`src/rtl/usdp_cfg.svh`:
```
// constants of the shadow data port: offsets, fields, resets, timing
//
// Function
// - shadow read returns received byte, serial or infrared
// - sixteen word-spaced shadow locations alias rx/tx
// - no fifo: new char overwrites, flags overrun
// - fifo mode: read returns receive fifo head
// - rx fifo full: keep contents, drop, overrun
// - shadow write sends character, serial or infrared
// - no fifo: one write clears holding-empty flag
// - no fifo: further writes replace pending character
// - fifo mode: transmit fifo accepts sixteen characters
// - write to full transmit fifo is discarded
`ifndef USDP_CFG_SVH
`define USDP_CFG_SVH

`define USDP_SHADOW_BASE    32'h5000_1030
`define USDP_SHADOW_7       32'h5000_104c
`define USDP_SHADOW_8       32'h5000_1050
`define USDP_SHADOW_COUNT   16
`define USDP_LINE_STATUS    32'h5000_1080
`define USDP_FIFO_CONTROL   32'h5000_1084
`define USDP_INT_STATUS     32'h5000_1088
`define USDP_INT_MASK       32'h5000_108c

`define USDP_DATA_W         8
`define USDP_FIFO_DEPTH     16
`define USDP_PTR_W          4
`define USDP_CNT_W          5

`define USDP_STAT_READY     0
`define USDP_STAT_OVERRUN   1
`define USDP_STAT_TX_EMPTY  5
`define USDP_STAT_TX_IDLE   6
`define USDP_CTRL_FIFO_EN   0
`define USDP_CTRL_IR_MODE   1
`define USDP_INT_RX         0
`define USDP_INT_OVR        1
`define USDP_INT_TXE        2
`define USDP_INT_W          3

`define USDP_CTRL_RESET     2'h0
`define USDP_MASK_RESET     3'h0

`define USDP_CLK_PERIOD_NS  10
`define USDP_BIT_TIME_NS    8680
`define USDP_BIT_CYC        (`USDP_BIT_TIME_NS / `USDP_CLK_PERIOD_NS)
`define USDP_IR_PULSE_CYC   ((`USDP_BIT_CYC * 3) / 16)

`endif

```
`src/rtl/usdp_pkg.sv`:
```
// types of the shadow data port
package usdp_pkg;
    typedef enum logic [1:0] {SER_IDLE, SER_START, SER_DATA, SER_STOP} usdp_ser_state_type;
    typedef logic [7:0]  usdp_byte_type;
    typedef logic [31:0] usdp_word_type;
endpackage

```
`src/rtl/usdp_top.sv`:
```
// shadow data port: register slave, rx/tx fifos, serial and infrared character engines
`timescale 1ns/1ps
`include "usdp_cfg.svh"
module usdp_top (
    // clock and reset
    input  wire logic               clk_sys,
    input  wire logic               rstn,
    // register port
    input  wire usdp_pkg::usdp_word_type addr,
    input  wire usdp_pkg::usdp_word_type wdata,
    input  wire logic               wr_stb,
    input  wire logic               rd_stb,
    output usdp_pkg::usdp_word_type rdata,
    // serial and infrared lines
    input  wire logic               serial_rx,
    output logic                    serial_tx,
    input  wire logic               ir_rx,
    output logic                    ir_tx_n,
    // interrupt
    output logic                    irq
);
    import usdp_pkg::*;

    localparam logic [15:0] BIT_CYC  = 16'(`USDP_BIT_CYC);
    localparam logic [15:0] HALF_CYC = 16'(`USDP_BIT_CYC / 2);
    localparam logic [15:0] IR_CYC   = 16'(`USDP_IR_PULSE_CYC);

    // control and status storage
    logic [1:0]                ctrl_r;
    logic [`USDP_INT_W-1:0]    mask_r;
    logic [`USDP_INT_W-1:0]    int_r;
    logic                      ovr_r;
    usdp_word_type             rdata_r;

    logic [`USDP_DATA_W-1:0]   rx_mem [`USDP_FIFO_DEPTH];
    logic [`USDP_DATA_W-1:0]   tx_mem [`USDP_FIFO_DEPTH];
    logic [`USDP_PTR_W-1:0]    rx_wp_r, rx_rp_r, tx_wp_r, tx_rp_r;
    logic [`USDP_CNT_W-1:0]    rx_cnt_r, tx_cnt_r;

    logic                      fifo_en, ir_mode;
    logic                      shadow_hit, rd_shadow, wr_shadow, wr_ctrl;
    logic                      rx_done, rx_push, rx_ovw, rx_pop, rx_full, rx_drop;
    logic                      tx_push, tx_ovw, tx_pop, tx_full;
    logic [`USDP_DATA_W-1:0]   rx_byte_r;
    logic                      tx_empty_now, tx_empty_d_r;
    usdp_ser_state_type        tx_st_r;

    assign fifo_en    = ctrl_r[`USDP_CTRL_FIFO_EN];
    assign ir_mode    = ctrl_r[`USDP_CTRL_IR_MODE];
    // sixteen aliased word locations
    assign shadow_hit = (addr >= `USDP_SHADOW_BASE) &&
                        (addr < `USDP_SHADOW_BASE + 32'(4 * `USDP_SHADOW_COUNT)) &&
                        (addr[1:0] == 2'h0);
    assign rd_shadow  = rd_stb && shadow_hit;
    assign wr_shadow  = wr_stb && shadow_hit;
    assign wr_ctrl    = wr_stb && (addr == `USDP_FIFO_CONTROL);

    // receive fifo control
    assign rx_full = (rx_cnt_r == 5'(`USDP_FIFO_DEPTH));
    assign rx_pop  = rd_shadow && (rx_cnt_r != 5'h0);
    assign rx_ovw  = rx_done && !fifo_en && (rx_cnt_r != 5'h0) && !rx_pop;
    assign rx_drop = rx_done && fifo_en && rx_full && !rx_pop;
    assign rx_push = rx_done && !rx_ovw && !rx_drop;

    always_ff @(posedge clk_sys) begin
        if (!rstn || wr_ctrl) begin
            rx_wp_r  <= 4'h0;
            rx_rp_r  <= 4'h0;
            rx_cnt_r <= 5'h0;
        end else begin
            if (rx_push) begin
                rx_mem[rx_wp_r] <= rx_byte_r;
                rx_wp_r         <= rx_wp_r + 4'h1;
            end
            if (rx_ovw) begin
                rx_mem[rx_rp_r] <= rx_byte_r;
            end
            if (rx_pop) begin
                rx_rp_r <= rx_rp_r + 4'h1;
            end
            rx_cnt_r <= rx_cnt_r + 5'(rx_push) - 5'(rx_pop);
        end
    end

    // transmit fifo control
    assign tx_full = fifo_en ? (tx_cnt_r == 5'(`USDP_FIFO_DEPTH)) : (tx_cnt_r != 5'h0);
    assign tx_ovw  = wr_shadow && !fifo_en && (tx_cnt_r != 5'h0) && !tx_pop;
    // no fifo: a write landing as the pending char leaves becomes the new pending char
    assign tx_push = wr_shadow && (!tx_full || (!fifo_en && tx_pop));

    always_ff @(posedge clk_sys) begin
        if (!rstn || wr_ctrl) begin
            tx_wp_r  <= 4'h0;
            tx_rp_r  <= 4'h0;
            tx_cnt_r <= 5'h0;
        end else begin
            if (tx_push) begin
                tx_mem[tx_wp_r] <= wdata[7:0];
                tx_wp_r         <= tx_wp_r + 4'h1;
            end
            if (tx_ovw) begin
                tx_mem[tx_rp_r] <= wdata[7:0];
            end
            if (tx_pop) begin
                tx_rp_r <= tx_rp_r + 4'h1;
            end
            tx_cnt_r <= tx_cnt_r + 5'(tx_push) - 5'(tx_pop);
        end
    end

    // control and mask registers
    always_ff @(posedge clk_sys) begin
        if (!rstn) begin
            ctrl_r <= `USDP_CTRL_RESET;
        end else if (wr_ctrl) begin
            ctrl_r <= wdata[1:0];
        end
    end

    always_ff @(posedge clk_sys) begin
        if (!rstn) begin
            mask_r <= `USDP_MASK_RESET;
        end else if (wr_stb && addr == `USDP_INT_MASK) begin
            mask_r <= wdata[`USDP_INT_W-1:0];
        end
    end

    // overrun flag, cleared by line status read, set wins
    always_ff @(posedge clk_sys) begin
        if (!rstn) begin
            ovr_r <= 1'b0;
        end else if (rx_ovw || rx_drop) begin
            ovr_r <= 1'b1;
        end else if (rd_stb && addr == `USDP_LINE_STATUS) begin
            ovr_r <= 1'b0;
        end
    end

    // sticky interrupt events, cleared by status read, set wins
    logic [`USDP_INT_W-1:0] int_set;
    assign tx_empty_now = (tx_cnt_r == 5'h0);
    always_comb begin
        int_set                = '0;
        int_set[`USDP_INT_RX]  = rx_push || rx_ovw;
        int_set[`USDP_INT_OVR] = rx_ovw || rx_drop;
        int_set[`USDP_INT_TXE] = tx_empty_now && !tx_empty_d_r;
    end

    always_ff @(posedge clk_sys) begin
        if (!rstn) begin
            tx_empty_d_r <= 1'b1;
        end else begin
            tx_empty_d_r <= tx_empty_now;
        end
    end

    always_ff @(posedge clk_sys) begin
        if (!rstn) begin
            int_r <= '0;
        end else if (rd_stb && addr == `USDP_INT_STATUS) begin
            int_r <= int_set;
        end else begin
            int_r <= int_r | int_set;
        end
    end

    assign irq = |(int_r & mask_r);

    // read data, one cycle after the strobe
    always_ff @(posedge clk_sys) begin
        if (!rstn) begin
            rdata_r <= 32'h0000_0000;
        end else if (rd_stb) begin
            rdata_r <= 32'h0000_0000;
            if (shadow_hit) begin
                rdata_r[7:0] <= rx_mem[rx_rp_r];
            end else if (addr == `USDP_LINE_STATUS) begin
                rdata_r[`USDP_STAT_READY]    <= (rx_cnt_r != 5'h0);
                rdata_r[`USDP_STAT_OVERRUN]  <= ovr_r;
                rdata_r[`USDP_STAT_TX_EMPTY] <= tx_empty_now;
                rdata_r[`USDP_STAT_TX_IDLE]  <= tx_empty_now && (tx_st_r == SER_IDLE);
            end else if (addr == `USDP_FIFO_CONTROL) begin
                rdata_r[1:0] <= ctrl_r;
            end else if (addr == `USDP_INT_STATUS) begin
                rdata_r[`USDP_INT_W-1:0] <= int_r;
            end else if (addr == `USDP_INT_MASK) begin
                rdata_r[`USDP_INT_W-1:0] <= mask_r;
            end
        end
    end

    assign rdata = rdata_r;

    // receive line: two-stage synchronisers, then mode select
    logic ser_s1_r, ser_s2_r, ir_s1_r, ir_s2_r, rx_line;
    always_ff @(posedge clk_sys) begin
        if (!rstn) begin
            ser_s1_r <= 1'b1;
            ser_s2_r <= 1'b1;
            ir_s1_r  <= 1'b1;
            ir_s2_r  <= 1'b1;
        end else begin
            ser_s1_r <= serial_rx;
            ser_s2_r <= ser_s1_r;
            ir_s1_r  <= ir_rx;
            ir_s2_r  <= ir_s1_r;
        end
    end
    assign rx_line = ir_mode ? ir_s2_r : ser_s2_r;

    // receive engine, 8 data bits, one stop bit, sampled mid-bit
    usdp_ser_state_type rx_st_r;
    logic [15:0]        rx_tmr_r;
    logic [2:0]         rx_bit_r;
    logic [7:0]         rx_sh_r;
    always_ff @(posedge clk_sys) begin
        if (!rstn) begin
            rx_st_r   <= SER_IDLE;
            rx_tmr_r  <= 16'h0000;
            rx_bit_r  <= 3'h0;
            rx_sh_r   <= 8'h00;
            rx_byte_r <= 8'h00;
            rx_done   <= 1'b0;
        end else begin
            rx_done <= 1'b0;
            case (rx_st_r)
                SER_IDLE: begin
                    if (!rx_line) begin
                        rx_st_r  <= SER_START;
                        rx_tmr_r <= HALF_CYC;
                    end
                end
                SER_START: begin
                    if (rx_tmr_r != 16'h0000) begin
                        rx_tmr_r <= rx_tmr_r - 16'h0001;
                    end else if (rx_line) begin
                        rx_st_r <= SER_IDLE;
                    end else begin
                        rx_st_r  <= SER_DATA;
                        rx_tmr_r <= BIT_CYC - 16'h0001;
                        rx_bit_r <= 3'h0;
                    end
                end
                SER_DATA: begin
                    if (rx_tmr_r != 16'h0000) begin
                        rx_tmr_r <= rx_tmr_r - 16'h0001;
                    end else begin
                        rx_sh_r  <= {rx_line, rx_sh_r[7:1]};
                        rx_tmr_r <= BIT_CYC - 16'h0001;
                        rx_bit_r <= rx_bit_r + 3'h1;
                        if (rx_bit_r == 3'h7) begin
                            rx_st_r <= SER_STOP;
                        end
                    end
                end
                SER_STOP: begin
                    if (rx_tmr_r != 16'h0000) begin
                        rx_tmr_r <= rx_tmr_r - 16'h0001;
                    end else begin
                        rx_byte_r <= rx_sh_r;
                        rx_done   <= 1'b1;
                        rx_st_r   <= SER_IDLE;
                    end
                end
                default: rx_st_r <= SER_IDLE;
            endcase
        end
    end

    // transmit engine, pulls from the transmit fifo when idle
    logic [15:0]        tx_tmr_r;
    logic [2:0]         tx_bit_r;
    logic [7:0]         tx_sh_r;
    logic               tx_lvl_r;
    assign tx_pop = (tx_st_r == SER_IDLE) && (tx_cnt_r != 5'h0);
    always_ff @(posedge clk_sys) begin
        if (!rstn) begin
            tx_st_r  <= SER_IDLE;
            tx_tmr_r <= 16'h0000;
            tx_bit_r <= 3'h0;
            tx_sh_r  <= 8'h00;
            tx_lvl_r <= 1'b1;
        end else begin
            case (tx_st_r)
                SER_IDLE: begin
                    tx_lvl_r <= 1'b1;
                    if (tx_pop) begin
                        tx_sh_r  <= tx_mem[tx_rp_r];
                        tx_st_r  <= SER_START;
                        tx_tmr_r <= BIT_CYC - 16'h0001;
                        tx_lvl_r <= 1'b0;
                    end
                end
                SER_START, SER_DATA: begin
                    if (tx_tmr_r != 16'h0000) begin
                        tx_tmr_r <= tx_tmr_r - 16'h0001;
                    end else begin
                        tx_tmr_r <= BIT_CYC - 16'h0001;
                        if (tx_st_r == SER_START) begin
                            tx_st_r  <= SER_DATA;
                            tx_bit_r <= 3'h0;
                            tx_lvl_r <= tx_sh_r[0];
                        end else if (tx_bit_r == 3'h7) begin
                            tx_st_r  <= SER_STOP;
                            tx_lvl_r <= 1'b1;
                        end else begin
                            tx_bit_r <= tx_bit_r + 3'h1;
                            tx_lvl_r <= tx_sh_r[tx_bit_r + 3'h1];
                        end
                    end
                end
                SER_STOP: begin
                    if (tx_tmr_r != 16'h0000) begin
                        tx_tmr_r <= tx_tmr_r - 16'h0001;
                    end else begin
                        tx_st_r <= SER_IDLE;
                    end
                end
                default: tx_st_r <= SER_IDLE;
            endcase
        end
    end

    // line outputs: serial level or short infrared pulse per zero bit
    always_ff @(posedge clk_sys) begin
        if (!rstn) begin
            serial_tx <= 1'b1;
            ir_tx_n   <= 1'b1;
        end else begin
            serial_tx <= ir_mode ? 1'b1 : tx_lvl_r;
            ir_tx_n   <= !(ir_mode && !tx_lvl_r && (tx_tmr_r >= BIT_CYC - IR_CYC));
        end
    end

endmodule // usdp_top
```
`config.mk`:
```
export PLATFORM = sky130hd
export DESIGN_NAME = usdp_top
export DESIGN_NICKNAME = d
export VERILOG_FILES = /design/src/rtl/usdp_pkg.sv /design/src/rtl/usdp_top.sv
export VERILOG_INCLUDE_DIRS = /design/src /design/src/rtl
export SDC_FILE = /design/constraint.sdc
export NUM_CORES = 1
export LEC_CHECK = 0
export BUFFER_PORTS_ARGS = -buffer_cell sky130_fd_sc_hd__buf_2
export CAP_MARGIN = 20
export CORE_ASPECT_RATIO = 0.9
export CORE_MARGIN = 1
export CORE_UTILIZATION = 35
export DETAILED_ROUTE_END_ITERATION = 8
export GPL_ROUTABILITY_DRIVEN = 0
export PLACE_DENSITY_LB_ADDON = 0.2
export SLEW_MARGIN = 10
export SYNTH_ARGS = -nofsm -noshare
export SYNTH_HDL_FRONTEND = slang
export SYNTH_SLANG_ARGS = --single-unit
export TNS_END_PERCENT = 100
```
`constraint.sdc`:
```
create_clock -name clk_sys -period 3.98 [get_ports clk_sys]
set_input_delay 0.796 -clock clk_sys [delete_from_list [all_inputs] [get_ports clk_sys]]
set_output_delay 0.796 -clock clk_sys [all_outputs]
set_load 0.1 [all_outputs]
```
Yosys cells after proc, flatten, opt, wreduce, memory -nomap -nowiden
Memory sizes are Yosys's and may differ from the RTL's. A register that Yosys moved wholly into a read port is not among the register bits.
Cells that the tools add are included.
Widths: inputs -> output; s select.
{ "totals": {"regBits": 110, "ramBits": 256, "inputBits": 70, "output_inout_bits": 35, "elab_cells": 221, "memories": 2} }
{ "memory_table": {"columns": ["memory", "words", "width", "rd", "rd_clocked_by_memory_dff", "wr", "line", "source"], "rows": [
  ["rx_mem", 16, 8, 1, 1, 1, "usdp_top.sv:35", "logic [`USDP_DATA_W-1:0] rx_mem [`USDP_FIFO_DEPTH];"],
  ["tx_mem", 16, 8, 1, 1, 1, "usdp_top.sv:36", "logic [`USDP_DATA_W-1:0] tx_mem [`USDP_FIFO_DEPTH];"]
]} }
{ "op_classes": {"addsub": 12, "magnitude_cmp": 4, "eq_ne": 28, "mux": 73, "n_bitwise": 5, "n_reduce_logical": 69} }
{ "ops": {"columns": ["operator", "count"], "rows": [
  ["$eq 32x31->1 const B", 4],
  ["$mux 16", 8],
  ["$pmux 16 s4", 1],
  ["$pmux 16 s3", 1],
  ["$ge 32x31->1 const B", 1],
  ["$lt 32x31->1 const B", 1],
  ["$mux 2", 16],
  ["$reduce_bool 16->1", 2],
  ["$sub 16x1->16 const B", 2],
  ["$logic_and 1x1->1", 27],
  ["$mux 1", 27],
  ["$mux 3", 9],
  ["$ne 2x2->1 const B", 12],
  ["$add 4x1->4 const B", 4],
  ["$ge 16x10->1 const B", 1],
  ["$mux 4", 4],
  ["$mux 8", 2],
  ["$reduce_or 8->1", 2],
  ["$reduce_and 2->1", 6],
  ["$logic_not 1->1", 11],
  ["$add 5x1->5", 2],
  ["$eq 5x5->1 const B", 2],
  ["$reduce_bool 5->1", 2],
  ["$sub 5x1->5", 2],
  ["23 further kinds", 42]
]} }

Logic depth before layout (Yosys ltp)
{ "depth": {"ltp_word": 14, "mapped_depth": 18, "depth_no_buf": 17} }

Least setup slack after synthesis
No wires, ideal clock.
{ "synth_timing": {"path_type": "input -> register", "startpoint": "input port addr[19]", "endpoint": "memory tx_mem[0][0] (netlist bit) (enable)", "setup_ns": 0.398, "t_arrival_ns": 3.155, "t_required_ns": 3.582, "path_slack_ns": 0.427, "cell_stages": 6, "n_path_buf": 0, "cell_sequence": "nor4_1 nand3_2 or3_4 nor2_4 nand2_1 o41ai_1"} }
{ "synth_via": {"elab_chain_len": 12, "word_cells_on_any_way": 21, "classes_between": "order compare (2); eq/ne (1); mux (8); reduce/logical (10)"} }
{ "synth_rtl": {"columns": ["item", "line", "source"], "rows": [
  ["start: declaration", "usdp_top.sv:9", "input wire usdp_pkg::usdp_word_type addr,"],
  ["$ge 32x31->1 (no line) / $lt 32x31->1 (equally long branches)", null, null],
  ["$logic_and 1x1->1 (2 in a row)", "usdp_top.sv:51", "assign shadow_hit = (addr >= `USDP_SHADOW_BASE) &&"],
  ["$logic_and 1x1->1", "usdp_top.sv:55", "assign wr_shadow = wr_stb && shadow_hit;"],
  ["$logic_and 1x1->1 (3 in a row)", "usdp_top.sv:87", "assign tx_ovw = wr_shadow && !fifo_en && (tx_cnt_r != 5'h0) && !tx_pop;"],
  ["$mux 1", "usdp_top.sv:101", "if (tx_ovw) begin"],
  ["$mux 1", "usdp_top.sv:92", "if (!rstn || wr_ctrl) begin"],
  ["$mux 1 (not written as such)", "usdp_top.sv:102", "tx_mem[tx_rp_r] <= wdata[7:0];"],
  ["$reduce_or 8->1 (no line)", null, null],
  ["$mux 4 (no line) / $mux 1 (equally long branches)", null, null],
  ["end: declaration", "usdp_top.sv:36", null]
]} }
Several ways; a longest one is shown, not always the timed one.

Worst setup path after layout
{ "layout_timing": {"startpoint": "register tx_cnt_r[3]", "endpoint": "register tx_cnt_r[4]"} }
{ "layout_via": {"elab_chain_len": 7, "word_cells_on_any_way": 10, "classes_between": "add/sub (2); eq/ne (1); mux (1); reduce/logical (6)"} }
{ "layout_rtl": {"columns": ["item", "line", "source"], "rows": [
  ["start: declaration", "usdp_top.sv:38", "logic [`USDP_CNT_W-1:0] rx_cnt_r, tx_cnt_r;"],
  ["start signal: assignment", "usdp_top.sv:107", "tx_cnt_r <= tx_cnt_r + 5'(tx_push) - 5'(tx_pop);"],
  ["$eq 5x5->1 / $reduce_bool 5->1 (equally long branches)", "usdp_top.sv:86, usdp_top.sv:275", null],
  ["$mux 1 / $logic_and 1x1->1 (equally long branches)", "usdp_top.sv:86, usdp_top.sv:275", null],
  ["$logic_not 1->1 / $logic_and 1x1->1 (equally long branches)", "usdp_top.sv:89", "assign tx_push = wr_shadow && (!tx_full || (!fifo_en && tx_pop));"],
  ["$logic_or 1x1->1", "usdp_top.sv:89", null],
  ["$logic_and 1x1->1", "usdp_top.sv:89", null],
  ["$add 5x1->5", "usdp_top.sv:107", null],
  ["$sub 5x1->5 *", "usdp_top.sv:107", null]
]} }
Every way passes the cells marked *; elsewhere a longest branch is shown, timed or not.
A chain may end at the register's enable or synchronous reset.

==> flow_metrics.env <==
export IMPL_met3WireLength_mm=1.79
export IMPL_finClkSkew_ns=0.0217
export IMPL_ant_nets=0
export IMPL_syn_area_sq_mm=0.0164
export IMPL_cts_tree="yes"
export IMPL_ys_ff_latch=378
export IMPL_layout_setup_ws_ns=0.541
export IMPL_synth_edf_count=256
export IMPL_cts_buffers=41
export IMPL_cap_violations=0
export IMPL_p_per_area_mw_per_mm2=565
export IMPL_numPortBuffers=56
export IMPL_place_inst=1815
export IMPL_nNetsFinal=1353
export IMPL_io_pins=105
export IMPL_wl_met1_mm=17.6
export IMPL_viasPerCell=5.16
export IMPL_stdcell_area_sq_mm=0.0188
export IMPL_start_util=0.358
export IMPL_highest_layer="met5"
export IMPL_worstPathMaxFanout=5
export IMPL_seq_area_frac_synth=0.618
export IMPL_hold_buffers=0
export IMPL_hpwlAfterDp_mm=24.0
export IMPL_hold_class="flip-flop to flip-flop"
export IMPL_post_cts_repair_setup_buffers=0
export IMPL_setup_viol=0
export IMPL_syn_to_final_growth_pct=14.6
export IMPL_status="complete, no violations"
export IMPL_die_y_um=207
export IMPL_grt_pass1_wl_mm=57.1
export IMPL_grt_pass1_vias=9647
export IMPL_ys_flop_type="edfxtp_1"
export IMPL_ir_worst_vdd_uv=273
export IMPL_die_w_um=230
export IMPL_clock_sinks=378
export IMPL_arrival_ns=3.94
export IMPL_fp_coreArea_sq_mm=0.0458
export IMPL_fin_tns_setup_ns=0
export IMPL_yosys_cell_types_count=80
export IMPL_holdPathEnd="ser_s2_r$_SDFF_PN1_"
export IMPL_most_common_layout_cells="256 x edfxtp_1, 125 x nor2_1, 118 x dfxtp_1"
export IMPL_grt_overflow_total=0
export IMPL_critical_path_startpoint_type="flip-flop"
export IMPL_synthCells=1157
export IMPL_maxSlewViolCount=0
export IMPL_synth_area_per_cell_sq_um=14.2
export IMPL_p_leak_nw=6.58
export IMPL_crit_required_ns=4.48
export IMPL_grt_usage=0.155
export IMPL_hold_depth=1
export IMPL_dp_slack_ns=0.0825
export IMPL_crit_path_end_kind="flip-flop"
export IMPL_antenna_found_initial=2
export IMPL_fp_row_count=74
export IMPL_ctsLongestPathBuffers=3
export IMPL_root_buffer="clkbuf_16"
export IMPL_hold_viol=0
export IMPL_via_count=9720
export IMPL_timing_rr_start="tx_cnt_r[3]$_SDFF_PP0_"
export IMPL_async_flop_share=0
export IMPL_grt_start_max_net_pins=41
export IMPL_yosys_warnings=0
export IMPL_drcViolationCount=0
export IMPL_first_iter_violations=738
export IMPL_worst_pin_slew_ns=0.890
export IMPL_reg2reg_to="tx_cnt_r[4]$_SDFF_PP0_"
export IMPL_fmax_mhz=291
export IMPL_wl_per_cell_um=19.2
export IMPL_rsz0062_at_grt="false"
export IMPL_cts_resized=0
export IMPL_cts_max_level=2
export IMPL_dieArea_sq_mm=0.0477
export IMPL_relSlewSlack=0.404
export IMPL_totalWireLength_mm=36.1
export IMPL_critical_path_class="flip-flop to flip-flop"
export IMPL_dpl_cell_area_sq_mm=0.0175
export IMPL_r2r_cells=16
export IMPL_final_cells=1884
export IMPL_fin_crit_sh=0.864
export IMPL_worstSkewPairLatency_ns=0.56
export IMPL_met2_wirelength_mm=15.9
export IMPL_final_common_cell="edfxtp_1"
export IMPL_ff2ff_setup_slack_ns=0.54
export IMPL_first_pass_iters=5
export IMPL_hold_start="ser_s1_r$_SDFF_PN1_"
export IMPL_cts_clk_slew_worst_paths_ns=0.06
export IMPL_finalCriticalPeriod_ns=3.44
export IMPL_drive_gt1_frac=0.217
## report_power, final
group,total (mW),internal [mW],switching (mW)
clock network,3.63,2.10,1.53
logic,2.35,0.933,1.42
registers,4.63,4.36,0.265
total,10.6,7.40,3.22
## Yosys cell counts, types with 4 or more instances
| library cell | instances | area (sq um) |
|---|---|---|
| dfxtp_1 | 122 | 2440 |
| inv_1 | 35 | 131 |
| a22oi_1 | 6 | 45.0 |
| a31oi_1 | 8 | 50.1 |
| nand2_1 | 59 | 221 |
| o22ai_1 | 6 | 37.5 |
| buf_1 | 4 | 15.0 |
| edfxtp_1 | 256 | 7690 |
| o32ai_1 | 8 | 70.1 |
| nor2_1 | 125 | 469 |
| o41ai_1 | 4 | 35.0 |
| mux4_2 | 82 | 1850 |
| buf_2 | 11 | 55.1 |
| nor3_1 | 15 | 75.1 |
| or3_1 | 8 | 50.1 |
| a21oi_1 | 46 | 230 |
| mux2i_1 | 36 | 360 |
| nand3b_1 | 9 | 67.6 |
| buf_4 | 24 | 180 |
| o211ai_1 | 4 | 30.0 |
| o21ai_0 | 28 | 140 |
| ha_1 | 31 | 388 |
| nand4_1 | 7 | 43.8 |
| a32oi_1 | 5 | 43.8 |
| nor2b_1 | 7 | 43.8 |
| or4_1 | 9 | 67.6 |
| clkbuf_1 | 34 | 128 |
| nand3_1 | 22 | 110 |
| a211oi_1 | 4 | 30.0 |
| nand2b_1 | 14 | 87.6 |
| xnor2_1 | 14 | 123 |
| a21o_1 | 9 | 67.6 |
| xor2_1 | 18 | 158 |
| nor4_1 | 9 | 56.3 |
| and2_1 | 7 | 43.8 |
## layout make-up
type / count / area [sq um]
fillers: 4264 / 27100
flip-flops and latches: 378 / 10100
multi-input cells: 693 / 5850
clock buffers: 53 / 1110
well taps: 608 / 761
repair buffers: 101 / 631
clock inverters: 15 / 150
inverters: 35 / 131
diodes: 1 / 2.50
## how the worst max path moves through the flow
| stage | to | cells after the start | startpoint | slack [ns] |
|---|---|---|---|---|
| finish | tx_cnt_r[4]$_SDFF_PP0_ | 16 | tx_cnt_r[3]$_SDFF_PP0_ | 0.54 |
| global route | tx_cnt_r[4]$_SDFF_PP0_ | 16 | tx_cnt_r[3]$_SDFF_PP0_ | 0.19 |
| CTS | tx_cnt_r[4]$_SDFF_PP0_ | 16 | tx_cnt_r[3]$_SDFF_PP0_ | 0.47 |
| detailed placement | rx_cnt_r[4]$_SDFF_PP0_ | 14 | addr[19] | 0.08 |
| global placement | rx_cnt_r[4]$_SDFF_PP0_ | 14 | addr[19] | 0.13 |
| floorplan | tx_mem[0][0]$_DFFE_PP_ | 6 | addr[19] | 0.43 |
## stage by stage
step                       util  hold WS [ns]  power, mW
final                     0.410         0.413       10.6
after global routing      0.410         0.404       11.2
after CTS                 0.410         0.381       10.7
after detailed placement  0.382         0.402       7.07
after global placement    0.382         0.400       7.05
after floorplan               -         0.386       6.50
## registers in the layout, indices dropped and copies added (netlist names), 8 cells and up, named ones only
register   flops
rx_mem       128
tx_mem       128
rx_tmr_r      16
tx_tmr_r      16
rdata          8
rx_byte_r      8
rx_sh_r        8
tx_sh_r        8
## per-layer routing
layer / GRT usage / vias to the layer above
met3: 0.0312 / 62
li1: - / 4582
met1: 0.232 / 4878
met5: 0 / -
met2: 0.228 / 196
met4: 0.0441 / 2
## worst max-delay path, cell delays in order (launching register included)
cell	delay (ns)
dfxtp_1	0.32
inv_1	0.07
ha_1	0.19
nor4b_1	0.58
o21ai_0	0.45
nor2_4	0.22
inv_1	0.06
ha_1	0.27
inv_1	0.04
ha_1	0.18
inv_1	0.07
fa_1	0.20
inv_1	0.05
a21oi_1	0.12
nor2_1	0.06
or3_1	0.34
a21oi_1	0.14
## logic make-up after synthesis
group                    Yosys count  synth area share
multiplexers                     121             0.137
flip-flops                       378             0.618
AO/OA/AOI/OAI                    162            0.0682
buffers and inverters            109            0.0318
XOR/XNOR                          32            0.0171
other                              1          0.000229
AND/OR/NAND/NOR                  321             0.102
adder cells (fa/ha/maj)           33            0.0261
No activity file was read; power rests on OpenSTA's default activity.
